$ cat src/hw/rus_pkg.sv
// Constants and types for the remote unit setup decode block.
// Assumes a 100 MHz system clock.
package rus_pkg;
  localparam int unsigned CLK_MHZ        = 100;
  localparam int unsigned TICK_US        = 1000;
  localparam int unsigned TICK_CYC       = TICK_US * CLK_MHZ;
  // Held-key wait in heartbeat ticks, far inside ten seconds
  localparam logic [7:0]  DISPLAY_TICKS  = 8'h01;
  localparam int unsigned INT_PULSE_CYC  = 4;
  localparam logic [2:0]  INT_PULSE_LAST = 3'(INT_PULSE_CYC - 1);
  localparam logic [2:0]  ZERO3          = 3'h0;
  localparam logic [2:0]  RATE_W8        = 3'h0;
  localparam logic [2:0]  RATE_W4        = 3'h3;
  localparam logic [2:0]  RATE_W2        = 3'h6;
  localparam logic [2:0]  RATE_W1        = 3'h2;
  // Edges the synchroniser needs before capture
  localparam logic [1:0]  SYNC_LAST      = 2'h2;
  localparam logic [11:0] MARK_ORIG_TX   = 12'h4F6;
  localparam logic [11:0] SPACE_ORIG_TX  = 12'h42E;
  localparam logic [11:0] MARK_ORIG_RX   = 12'h8B1;
  localparam logic [11:0] SPACE_ORIG_RX  = 12'h7E9;
  // Baud times ten, so 134.5 stays exact
  localparam logic [17:0] BAUD_X10 [16] = '{
    18'h001F4, 18'h002EE, 18'h0044C, 18'h00541, 18'h005DC, 18'h00BB8,
    18'h01770, 18'h02EE0, 18'h04650, 18'h04E20, 18'h05DC0, 18'h08CA0,
    18'h0BB80, 18'h11940, 18'h17700, 18'h2EE00};
  typedef struct packed {
    logic [7:0] id_s1;
    logic [7:0] id_s2;
    logic [7:0] rate_s1;
    logic [7:0] rate_s2;
  } rus_sync_t;
  typedef struct packed {
    logic       captured;
    logic [1:0] settle;
    logic [7:0] unit_id;
    logic [3:0] rate_idx;
    logic       bus_en_n;
    logic       rom_en_n;
    logic [16:0] tick_cnt;
    logic       heartbeat;
    logic [2:0] int_cnt;
    logic       int_out;
    logic [7:0] hold_ms;
    logic       show;
    logic [11:0] tx_hz;
    logic [11:0] rx_hz;
    logic [17:0] baud;
  } rus_state_t;
endpackage

$ cat src/hw/rus_sync_if.sv
// Carries raw and synchronised switch banks between modules.
// Assumes one clock domain.
`timescale 1ns/1ns
`default_nettype none
interface rus_sync_if;
  logic [7:0] id_raw;
  logic [7:0] rate_raw;
  logic [7:0] id_sync;
  logic [7:0] rate_sync;
  modport src  (output id_raw, output rate_raw, input id_sync,
                input rate_sync);
  modport sync (input id_raw, input rate_raw, output id_sync,
                output rate_sync);
endinterface
`default_nettype wire

$ cat src/hw/rus_switch_sync.sv
// Two-stage synchroniser for both switch banks.
// Assumes switches are asynchronous to clk.
`timescale 1ns/1ns
`default_nettype none
module rus_switch_sync import rus_pkg::*; (
  input  wire logic  clk,
  input  wire logic  rst_n,
  rus_sync_if.sync   sw
);
  rus_sync_t s_reg;
  rus_sync_t s_next;
  always_comb begin
    s_next         = s_reg;
    s_next.id_s1   = sw.id_raw;
    s_next.id_s2   = s_reg.id_s1;
    s_next.rate_s1 = sw.rate_raw;
    s_next.rate_s2 = s_reg.rate_s1;
  end
  always_ff @(posedge clk or negedge rst_n) begin // [RL15]
    if (!rst_n) begin
      s_reg <= '0;
    end else begin
      s_reg <= s_next;
    end
  end
  assign sw.id_sync   = s_reg.id_s2;
  assign sw.rate_sync = s_reg.rate_s2;
endmodule
`default_nettype wire

$ cat src/hw/rus_setup_decode.sv
// Setup decode, activity and modem frequency report for the remote unit.
// Assumes bus strobes are synchronous to clk; switches are not.
`timescale 1ns/1ns
`default_nettype none
// What this block does
// [RL1] Id from first bank, open is one
// [RL2] Each unit gets unique id 1..255
// [RL3] Rate index weights 8,4,2,1 on positions 1,4,7,3
// [RL4] Index selects one of sixteen baud rates
// [RL5] Switches sampled once after power-up
// [RL6] Buffer enable low during bus transfer
// [RL7] Program enable low only on rom fetch
// [RL8] Heartbeat pulse high once per millisecond
// [RL9] Interrupt pulses while controller communicates
// [RL10] Held enter shows id and rate within ten seconds; block shows only while remote_receive is also high
// [RL11] Originate transmit mark 1270, space 1070
// [RL12] Originate receive mark 2225, space 2025
// [RL13] Far controller uses answer frequency pair
// [RL14] Character completion raises serial interrupt
// [RL15] Switches synchronised before use
module rus_setup_decode import rus_pkg::*; (
  input  wire logic        clk,
  input  wire logic        rst_n,
  input  wire logic [7:0]  id_switch_bank,
  input  wire logic [7:0]  rate_switch_bank,
  input  wire logic        xfer_active,
  input  wire logic        rom_fetch,
  input  wire logic        char_done,
  input  wire logic        enter_held,
  input  wire logic        remote_receive,
  input  wire logic        originate_mode,
  output logic [7:0]       unit_id,
  output logic [3:0]       rate_index,
  output logic [17:0]      baud_x10,
  output logic             bus_transfer_probe,
  output logic             program_fetch_probe,
  output logic             heartbeat_probe,
  output logic             interrupt_probe,
  output logic             show_setup,
  output logic [11:0]      tx_mark_hz,
  output logic [11:0]      rx_mark_hz
);
  rus_sync_if sw ();
  rus_state_t st_reg;
  rus_state_t st_next;
  logic        tick;

  function automatic logic [3:0] rate_of(input logic [7:0] b);
    rate_of = {b[RATE_W8], b[RATE_W4], b[RATE_W2], b[RATE_W1]}; // [RL3]
  endfunction

  assign sw.id_raw   = id_switch_bank;
  assign sw.rate_raw = rate_switch_bank;

  rus_switch_sync u_sync (
    .clk   (clk),
    .rst_n (rst_n),
    .sw    (sw)
  );

  assign tick = (st_reg.tick_cnt == 17'(TICK_CYC - 1));

  always_comb begin
    st_next          = st_reg;
    st_next.bus_en_n = !xfer_active; // [RL6]
    st_next.rom_en_n = !(xfer_active && rom_fetch); // [RL7]
    st_next.tick_cnt = tick ? '0 : st_reg.tick_cnt + 17'h1;
    st_next.heartbeat = tick; // [RL8]
    if (!st_reg.captured) begin // [RL5]
      if (st_reg.settle != SYNC_LAST) begin
        st_next.settle = st_reg.settle + 2'h1;
      end else begin
        st_next.captured = 1'b1;
        st_next.unit_id  = sw.id_sync; // [RL1]
        st_next.rate_idx = rate_of(sw.rate_sync);
      end
    end
    if (char_done) begin // [RL14] [RL9]
      st_next.int_cnt = INT_PULSE_LAST;
      st_next.int_out = 1'b1;
    end else if (st_reg.int_cnt != ZERO3) begin
      st_next.int_cnt = st_reg.int_cnt - 3'h1;
    end else begin
      st_next.int_out = 1'b0;
    end
    if (!(remote_receive && enter_held)) begin
      st_next.hold_ms = '0;
      st_next.show    = 1'b0;
    end else if (st_reg.hold_ms != DISPLAY_TICKS && tick) begin
      st_next.hold_ms = st_reg.hold_ms + 8'h1;
    end else if (st_reg.hold_ms == DISPLAY_TICKS) begin
      st_next.show = 1'b1; // [RL10]
    end
    st_next.tx_hz = originate_mode ? MARK_ORIG_TX : SPACE_ORIG_TX;
    st_next.rx_hz = originate_mode ? MARK_ORIG_RX : SPACE_ORIG_RX;
    st_next.baud  = BAUD_X10[st_reg.rate_idx]; // [RL4]
  end

  always_ff @(posedge clk or negedge rst_n) begin
    if (!rst_n) begin
      st_reg          <= '0;
      st_reg.bus_en_n <= 1'b1;
      st_reg.rom_en_n <= 1'b1;
    end else begin
      st_reg <= st_next;
    end
  end

  assign unit_id             = st_reg.unit_id;
  assign rate_index          = st_reg.rate_idx;
  assign baud_x10            = st_reg.baud;
  assign bus_transfer_probe  = st_reg.bus_en_n;
  assign program_fetch_probe = st_reg.rom_en_n;
  assign heartbeat_probe     = st_reg.heartbeat;
  assign interrupt_probe     = st_reg.int_out;
  assign show_setup          = st_reg.show;
  assign tx_mark_hz          = st_reg.tx_hz; // [RL11]
  assign rx_mark_hz          = st_reg.rx_hz; // [RL12]

  property p_bus_en;
    @(posedge clk) disable iff (!rst_n)
      xfer_active |=> !bus_transfer_probe;
  endproperty
  a_bus_en: assert property (p_bus_en) else $error("buffer enable"); // [RL6]

  property p_bus_idle;
    @(posedge clk) disable iff (!rst_n)
      !xfer_active |=> bus_transfer_probe;
  endproperty
  a_bus_idle: assert property (p_bus_idle) else $error("bus idle"); // [RL6]

  property p_rom_en;
    @(posedge clk) disable iff (!rst_n)
      !program_fetch_probe |-> !bus_transfer_probe && $past(rom_fetch);
  endproperty
  a_rom_en: assert property (p_rom_en) else $error("rom enable"); // [RL7]

  property p_rom_go;
    @(posedge clk) disable iff (!rst_n)
      xfer_active && rom_fetch |=> !program_fetch_probe;
  endproperty
  a_rom_go: assert property (p_rom_go) else $error("rom fetch"); // [RL7]

  property p_hb;
    @(posedge clk) disable iff (!rst_n)
      heartbeat_probe |=> (!heartbeat_probe) [*8];
  endproperty
  a_hb: assert property (p_hb) else $error("heartbeat width"); // [RL8]

  property p_int;
    @(posedge clk) disable iff (!rst_n)
      char_done |=> interrupt_probe [*4];
  endproperty
  a_int: assert property (p_int) else $error("interrupt pulse"); // [RL14]

  property p_int_quiet;
    @(posedge clk) disable iff (!rst_n)
      !interrupt_probe && !char_done |=> !interrupt_probe;
  endproperty
  a_int_quiet: assert property (p_int_quiet) else $error("quiet"); // [RL9]

  property p_hold;
    @(posedge clk) disable iff (!rst_n)
      st_reg.captured |=> $stable(unit_id) && $stable(rate_index);
  endproperty
  a_hold: assert property (p_hold) else $error("setup changed"); // [RL5]

  property p_id_src;
    @(posedge clk) disable iff (!rst_n)
      $rose(st_reg.captured) |-> unit_id == $past(id_switch_bank, 3);
  endproperty
  a_id_src: assert property (p_id_src) else $error("id"); // [RL1]

  property p_rate_src;
    @(posedge clk) disable iff (!rst_n)
      $rose(st_reg.captured) |->
        rate_index == {$past(rate_switch_bank[RATE_W8], 3),
                       $past(rate_switch_bank[RATE_W4], 3),
                       $past(rate_switch_bank[RATE_W2], 3),
                       $past(rate_switch_bank[RATE_W1], 3)};
  endproperty
  a_rate_src: assert property (p_rate_src) else $error("rate"); // [RL3]

  property p_tx;
    @(posedge clk) disable iff (!rst_n)
      originate_mode |=> tx_mark_hz == 12'h4F6;
  endproperty
  a_tx: assert property (p_tx) else $error("tx mark"); // [RL11]

  property p_tx_space;
    @(posedge clk) disable iff (!rst_n)
      !originate_mode |=> tx_mark_hz == 12'h42E;
  endproperty
  a_tx_space: assert property (p_tx_space) else $error("tx space"); // [RL11]

  property p_rx;
    @(posedge clk) disable iff (!rst_n)
      !originate_mode |=> rx_mark_hz == 12'h7E9;
  endproperty
  a_rx: assert property (p_rx) else $error("rx space"); // [RL12]

  property p_rx_mark;
    @(posedge clk) disable iff (!rst_n)
      originate_mode |=> rx_mark_hz == 12'h8B1;
  endproperty
  a_rx_mark: assert property (p_rx_mark) else $error("rx mark"); // [RL12]

  property p_show;
    @(posedge clk) disable iff (!rst_n)
      !enter_held |=> !show_setup;
  endproperty
  a_show: assert property (p_show) else $error("show"); // [RL10]

  property p_show_src;
    @(posedge clk) disable iff (!rst_n)
      show_setup |-> $past(remote_receive) && $past(enter_held);
  endproperty
  a_show_src: assert property (p_show_src) else $error("show src"); // [RL10]

  property p_show_hold;
    @(posedge clk) disable iff (!rst_n)
      show_setup && remote_receive && enter_held |=> show_setup;
  endproperty
  a_show_hold: assert property (p_show_hold) else $error("show hold"); // [RL10]

  property p_baud;
    @(posedge clk) disable iff (!rst_n)
      1'b1 |=> baud_x10 == BAUD_X10[$past(rate_index)];
  endproperty
  a_baud: assert property (p_baud) else $error("baud"); // [RL4]
endmodule
`default_nettype wire

$ cat config.mk
export PLATFORM = sky130hd
export DESIGN_NAME = rus_setup_decode
export DESIGN_NICKNAME = d
export VERILOG_FILES = /design/src/hw/rus_pkg.sv /design/src/hw/rus_sync_if.sv /design/src/hw/rus_switch_sync.sv /design/src/hw/rus_setup_decode.sv
export SDC_FILE = /design/constraint.sdc
export NUM_CORES = 1
export LEC_CHECK = 0
export BUFFER_PORTS_ARGS = -buffer_cell sky130_fd_sc_hd__buf_2
export CAP_MARGIN = 15
export CORE_ASPECT_RATIO = 1.1
export CORE_MARGIN = 3
export CORE_UTILIZATION = 30
export DETAILED_ROUTE_END_ITERATION = 8
export PLACE_DENSITY = 0.55
export SETUP_SLACK_MARGIN = 0.05
export SLEW_MARGIN = 5
export SYNTH_ARGS = -nofsm -noshare
export SYNTH_HDL_FRONTEND = slang
export SYNTH_SLANG_ARGS = --single-unit
$ cat constraint.sdc
create_clock -name clk -period 3.4 [get_ports clk]
set_input_delay 0.34 -clock clk [delete_from_list [all_inputs] [get_ports clk]]
set_output_delay 0.34 -clock clk [all_outputs]
set_load 0.02 [all_outputs]
==> results of run 1 <==
layer usage:
metal | GRT usage, % | up-vias
li1 | - | 1168
met1 | 11.6 | 1160
met2 | 15.5 | 62
met3 | 3.53 | 8
met4 | 3.64 | 0
met5 | 0 | -
power groups by stage:
stage,logic (mW),clock network [mW],registers (mW)
after detailed placement,0.200,0,1.20
after CTS,0.201,0.977,1.18
final,0.195,0.942,1.18
after global routing,0.222,1.02,1.19
after global placement,0.194,0,1.20
after floorplan,0.172,0,1.19
through the flow:
| stage | instance area (um^2) | setup WS (ns) | power, mW | util [%] | hold WS [ns] |
|---|---|---|---|---|---|
| 6_report | 4550 | 1.17 | 2.32 | 34.3 | 0.0239 |
| 3_5_place_dp | 4270 | 1.19 | 1.40 | 32.2 | 0.336 |
| 2_1_floorplan | 4110 | 1.74 | 1.37 | - | 0.0444 |
| 4_1_cts | 4550 | 1.17 | 2.36 | 34.3 | 0.0596 |
| 5_1_grt | 4550 | 1.03 | 2.43 | 34.3 | 0.0825 |
| 3_3_place_gp | 4270 | 1.26 | 1.40 | 32.2 | 0.331 |
cell usage in the layout, fill, tap and decap left out, types with 3 or more instances in the layout:
master / count
dfrtp_1: 91
buf_2: 71
nor2_1: 19
o21ai_0: 16
nand2_1: 15
ha_1: 14
a21oi_1: 13
inv_1: 12
mux2_2: 11
nand3_1: 11
clkbuf_16: 9
xnor2_1: 7
conb_1: 7
xor2_1: 6
nand2b_1: 5
nor2b_1: 5
and4_1: 5
nand4_1: 4
or3_1: 4
buf_4: 4
and3_1: 3
mux2i_1: 3
nor3_1: 3
nor3b_1: 3
final cells by class:
class	instances	area [um^2]	share of cell area, %
Sequential cell	93	2330	51.2
Clock buffer	11	243	5.34
Tap cell	184	230	5.06
Multi-Input combinational cell	182	1280	28.1
Clock inverter	5	35.0	0.770
Timing Repair Buffer	75	385	8.47
Inverter	12	45.0	0.990
cells by family after synthesis:
family / after synthesis / share of synthesized area, %
multiplexers: 14 / 3.76
AO/OA/AOI/OAI: 42 / 6.18
buffers and inverters: 77 / 12.2
other: 2 / 0.184
adder cells (fa/ha/maj): 14 / 4.29
XOR/XNOR: 13 / 2.79
flip-flops: 93 / 57.0
AND/OR/NAND/NOR: 92 / 13.7
worst max path at each step:
| stage | end | slack, ns | cells after the start |
|---|---|---|---|
| 2_1_floorplan | unit_id[1] | 1.74 | 6 |
| 3_3_place_gp | st_reg[48] | 1.26 | 5 |
| 3_5_place_dp | st_reg[48] | 1.19 | 5 |
| 4_1_cts | st_reg[48] | 1.17 | 5 |
| 5_1_grt | st_reg[48] | 1.03 | 5 |
| 6_report | st_reg[48] | 1.17 | 5 |
==> summary.md, run 1 <==
| Metric | Value |
|---|---|
| Run status | `complete, no violations` |
| Post-Route M1 WL | `2.91 mm` |
| Data arrival time at the worst-slack endpoint | `2.50 ns` |
| Total routing usage reported by global routing | `9.58%` |
| Relative contribution of the clock network to total power | `40.6%` |
| Count of boundary I/O pins | `83` |
| Detailed-router iteration count before antenna repair | `4` |
| Max FFs per register | `31` |
| Vias in the first global route | `2,374` |
| Pins Over Slew Limit | `0` |
| Port Buffers | `72` |
| Start of the worst register-to-register path | `st_reg[56]` |
| Vias after detailed routing | `2,398` |
| Number of sinks driven by the clock tree | `93` |
| Capture instance of the worst register-to-register path | `st_reg[48]` |
| Yosys top cell area share | `55.7%` |
| Cell area after synthesis | `0.00409 mm^2` |
| Placed wire-length estimate | `4.77 mm` |
| Die span in y | `128 um` |
| Combinational share of power | `8.4%` |
| Buffering stage count on the worst path with inverters included | `0` |
| DR WL/cell | `12.2 um` |
| Period minus WS final | `2.23 ns` |
| Later-pin clock latency in the skew report | `0.34 ns` |
| Number of vias per cell | `4.27` |
| Filler Cell Count | `1,290` |
| RSZ-0062 raised after global routing | `no` |
| Count of endpoints failing setup in the final report | `0` |
| Sequential element share of the synthesized area | `57.0%` |
| Die extent in x | `117 um` |
| Type of the tightest min-delay check | `input port to asynchronous set/reset pin` |
| Total met3 wirelength after detailed routing | `500 um` |
| Worst R2R Setup Slack | `1.17 ns` |
| Number of warnings reported in the yosys synthesis log | `0` |
| Remaining global-route overflow | `0` |
| Layout Nets | `411` |
| Maximum frequency from static timing analysis | `0.449 GHz` |
| WL met2 | `3.33 mm` |
| Largest delay contributor family on the critical path | `simple AND/OR/NAND/NOR gates` |
| # hold bufs at CTS | `0` |
| Static Leakage | `2.12 nW` |
| TritonCTS Buffers | `9` |
| Gp weighted congestion | `0.766` |
| Number of enable-type register cells in the synthesized netlist | `0` |
| Fraction of final layout cells sized beyond drive strength 1 | `29.6%` |
| CP cell instances | `ha_1 > and4_4 > nand4_2 > or4_1 > a21oi_1` |
| Max rail drop VDD | `230 uV` |
| Area Growth Syn to Fin | `11.3%` |
| Clock buffer depth | `2` |
| Slew margin rel. | `43.4%` |
| Predominant post-synthesis flop cell | `dfrtp_1` |
| Final TNS setup | `0 ns` |
| Least-Margin Pin Slew | `0.850 ns` |
| Antenna diode count | `0` |
| Sort of element at the end of the critical path | `register` |
| Wire length of the first global-routing pass | `11.3 mm` |
| Skew final | `0.00551 ns` |
| Max layer used | `met4` |
| Most repeated cell in the gate-level netlist after synthesis | `dfrtp_1` |
| Placed Cells | `546` |
| Final routed DRC violation total | `0` |
| Critical path launch point type | `register` |
| Sequential power share | `51.0%` |
| Site Rows | `44` |
| Sw Ratio | `24.9%` |
| Cell type contributing the most total cell area after synthesis | `dfrtp_1` |
| Period Utilization, post-route | `65.6%` |
| Critical Setup Path Class | `register to register` |
| DRT iter0 DRCs | `141` |
| Switching pwr | `0.578 mW` |
| Hold violation count in the final report | `0` |
| Top cell types by occurrence after synthesis | `91 x dfrtp_1, 55 x buf_4, 19 x nor2_1, 16 x o21ai_0, 15 x nand2_1` |
| Die outline area | `0.0151 mm^2` |
| Post-synth ARST share | `100%` |
| Final instance count without filler cells | `562` |
| Syn_area_per_cell | `11.8 um^2` |
| Level count of the clock H-tree | `3` |
| Post-synthesis instance total | `347` |
| Delay contributed by the slowest stage of the critical path | `0.66 ns` |
| Clock root buffer | `clkbuf_16` |
| Dominant cells by area after synthesis | `dfrtp_1 56%, buf_4 10%, ha_1 4.3%` |
| Number of distinct library cells after synthesis | `48` |
| Max-capacitance violation count | `0` |
| Maximum fanout along the worst path | `22` |
| Critical-path cell with the highest stage delay | `or4_1` |
| Initial standard-cell utilization of the core | `30.8%` |
| Pwr/cell area | `510 mW/mm^2` |
| TritonCTS clock tree | `yes` |
| Number of synthesized register bits | `93` |
| Number of antenna violations at the first check in global routing | `0` |
| Floorplan Core Area | `0.0133 mm^2` |
| Count of cells resized by post-cts repair | `0` |
| Final antenna-violating net count | `0` |
| Post-CTS Setup Bufs | `0` |
| Worst reg-to-reg path cell count | `5` |
| Required time of the critical path | `3.67 ns` |
| Wire length reported by the detailed router | `6.85 mm` |
| Cell Int Power | `1.74 mW` |
| Source of the critical timing path | `st_reg[56]` |
| Pin count of the biggest net entering global routing | `53` |
| Clock-pin slew of the registers on the worst-case setup and hold paths | `0.07 ns` |
Note: power is estimated with default switching activity, not from simulation.
==> inputs of run 2 (changes only) <==
==> constraint.sdc (replaced) <==
create_clock -name clk -period 2.3 [get_ports clk]
set_input_delay 0.23 -clock clk [delete_from_list [all_inputs] [get_ports clk]]
set_output_delay 0.23 -clock clk [all_outputs]
set_load 0.02 [all_outputs]
==> run 2 against run 1 <==
Wire length decreased by 1.7%; register-to-register slack got worse by 0.81 ns; combinational power increased by 57%; sequential share of layout area decreased by 2.1 points; power increased by 52%; final cell count increased by 3.2%; highest routed layer unchanged.
==> summary.md, run 2 (same netlist as run 1, synthesis figures left out) <==
| Metric | Value |
|---|---|
| Run status | `complete, no violations (unchanged)` |
| Type of the tightest min-delay check | `input port to register (was input port to asynchronous set/reset pin)` |
| CP cell instances | `ha_1 > and4_4 > nand4_2 > buf_4 > or3_1 > a21oi_1 (was ha_1 > and4_4 > nand4_2 > or4_1 > a21oi_1)` |
| Number of antenna violations at the first check in global routing | `0 (unchanged)` |
| Pin count of the biggest net entering global routing | `45 (was 53)` |
| Count of cells resized by post-cts repair | `0 (unchanged)` |
| Delay contributed by the slowest stage of the critical path | `0.38 ns (was 0.66 ns)` |
| Pins Over Slew Limit | `0 (unchanged)` |
| Level count of the clock H-tree | `3 (unchanged)` |
| Wire length of the first global-routing pass | `11.1 mm (was 11.3 mm)` |
| Wire length reported by the detailed router | `6.73 mm (was 6.85 mm)` |
| Maximum fanout along the worst path | `11 (was 22)` |
| Critical path launch point type | `register (unchanged)` |
| Util after Layout | `35.8% (was 34.3%)` |
| Count of endpoints failing setup in the final report | `0 (unchanged)` |
| Period Utilization, post-route | `84.3% (was 65.6%)` |
| Total routing usage reported by global routing | `9.36% (was 9.58%)` |
| Die outline area | `0.0151 mm^2 (unchanged)` |
| Hold violation count in the final report | `0 (unchanged)` |
| Site Rows | `44 (unchanged)` |
| Critical Setup Path Class | `register to register (unchanged)` |
| Placed Cells | `549 (was 546)` |
| Sort of element at the end of the critical path | `register (unchanged)` |
| Area Growth Syn to Fin | `16.0% (was 11.3%)` |
| Final antenna-violating net count | `0 (unchanged)` |
| Final TNS setup | `0 ns (unchanged)` |
| GRT Max-Usage Layer | `met2 (unchanged)` |
| Port Buffers | `72 (unchanged)` |
| Count of boundary I/O pins | `83 (unchanged)` |
| Gp weighted congestion | `0.793 (was 0.766)` |
| Clock-pin slew of the registers on the worst-case setup and hold paths | `0.07 ns (about the same)` |
| Max rail drop VDD | `316 uV (was 230 uV)` |
| Critical-path cell with the highest stage delay | `dfrtp_1 (was or4_1)` |
| Vias in the first global route | `2,273 (was 2,374)` |
| Pwr/cell area | `743 mW/mm^2 (was 510 mW/mm^2)` |
| Worst path setup slack after routing | `0.362 ns (was 1.17 ns)` |
| Post-CTS Setup Bufs | `0 (unchanged)` |
| Max-capacitance violation count | `0 (unchanged)` |
| Max FFs per register | `31 (unchanged)` |
| Remaining global-route overflow | `0 (unchanged)` |
| Vias after detailed routing | `2,445 (was 2,398)` |
| Maximum frequency from static timing analysis | `0.516 GHz (was 0.449 GHz)` |
| Period minus WS final | `1.94 ns (was 2.23 ns)` |
| TritonCTS Buffers | `9 (unchanged)` |
| Power, Total | `3.52 mW (was 2.32 mW)` |
| GR Util met1 | `12.1% (was 11.6%)` |
| Met3 routing resource usage after global routing | `3.25% (was 3.53%)` |
| Met2 Resource Use GR | `14.1% (was 15.5%)` |
| Post-placement setup slack | `0.352 ns (was 1.19 ns)` |
| Number of vias per cell | `4.22 (was 4.27)` |
| Detailed-router iteration count before antenna repair | `4 (unchanged)` |
| Slew margin rel. | `43.3% (was 43.4%)` |
| Buffering stage count on the worst path with inverters included | `1 (was 0)` |
| Number of sinks driven by the clock tree | `93 (unchanged)` |
| Skew final | `0.00665 ns (was 0.00551 ns)` |
| Leading cell type in the layout, fill and taps excluded | `dfrtp_1 (unchanged)` |
| Final routed DRC violation total | `0 (unchanged)` |
| Fraction of final layout cells sized beyond drive strength 1 | `29.3% (was 29.6%)` |
| DRT iter0 DRCs | `94 (was 141)` |
| Clock root buffer | `clkbuf_16 (unchanged)` |
| Antenna diode count | `0 (unchanged)` |
| Final instance count without filler cells | `580 (was 562)` |
| Clock buffer depth | `2 (unchanged)` |
| Static Leakage | `2.19 nW (was 2.12 nW)` |
| Placed wire-length estimate | `4.74 mm (was 4.77 mm)` |
| Largest delay contributor family on the critical path | `simple AND/OR/NAND/NOR gates (unchanged)` |
| Die extent in x | `117 um (unchanged)` |
| Initial standard-cell utilization of the core | `30.8% (unchanged)` |
| Floorplan Core Area | `0.0133 mm^2 (unchanged)` |
| Die span in y | `128 um (unchanged)` |
| Most frequent cells in the layout | `91 x dfrtp_1, 71 x buf_2, 19 x nor2_1 (unchanged)` |
| Later-pin clock latency in the skew report | `0.34 ns (about the same)` |
| TritonCTS clock tree | `yes (unchanged)` |
| DR WL/cell | `11.6 um (was 12.2 um)` |
| RSZ-0062 raised after global routing | `no (unchanged)` |
| Layout Nets | `429 (was 411)` |
| Data arrival time at the worst-slack endpoint | `2.20 ns (was 2.50 ns)` |
| Required time of the critical path | `2.56 ns (was 3.67 ns)` |
| Least-Margin Pin Slew | `0.850 ns (about the same)` |
[run 2: worst register-to-register path, cell delays in order, from the launching register on]
cell     delay (ns)
dfrtp_1        0.38
ha_1           0.22
and4_4         0.28
nand4_2        0.25
buf_4          0.25
or3_1          0.34
a21oi_1        0.15
[run 2: per-stage QoR]
stage               area, um^2  hold WS (ns)
global placement          4290         0.259
global route              4740        0.0158
finish                    4740        0.0240
CTS                       4740        0.0134
detailed placement        4290         0.260
floorplan                 4110       -0.0656
[run 2: report_power, final]
group / internal (mW) / switching (mW) / total, mW / leakage (nW)
registers: 1.71 / 0.0419 / 1.75 / 1.14
clock network: 0.845 / 0.623 / 1.47 / 0.138
logic: 0.119 / 0.188 / 0.307 / 0.917
total: 2.67 / 0.853 / 3.52 / 2.19
[run 2: routing by layer]
layer / routed length (um) / part of all wire, % / vias to the layer above
li1: - / - / 1199
met3: 444 / 6.6 / 9
met4: 100 / 1.5 / 0
met2: 3190 / 47 / 62
met5: 0 / 0 / -
met1: 3000 / 45 / 1175
[run 2: final timing paths]
| kind | start | end | slack (ns) | depth (start not counted) |
|---|---|---|---|---|
| setup / recovery | st_reg[56] | st_reg[50] | 0.36 | 6 |
| hold / removal | originate_mode | tx_mark_hz[7] | 0.02 | 1 |
| setup reg to reg | st_reg[56] | st_reg[50] | 0.36 | 6 |
| hold reg to reg | u_sync.s_next[18] | u_sync.sw.id_sync[2] | 0.35 | 0 |
| max in group asynchronous | rst_n | u_sync.s_next[3] | 1.21 | 3 |
| min in group asynchronous | rst_n | u_sync.sw.id_sync[0] | 0.42 | 2 |
[run 2: cell type report]
class                           count  area (um^2)
Inverter                           12         45.0
Fill cell                        1326         8520
Clock buffer                        9          225
Multi-Input combinational cell    182         1280
Tap cell                          184          230
Timing Repair Buffer               93          558
Clock inverter                      7         75.1
Sequential cell                    93         2330
[run 2: repair_timing]
| action | 4_1_cts | 5_1_grt |
|---|---|---|
| setup endpoints to repair | 0 | 0 |
| hold endpoints to repair | 53 | 0 |
| hold buffers | 15 | 0 |
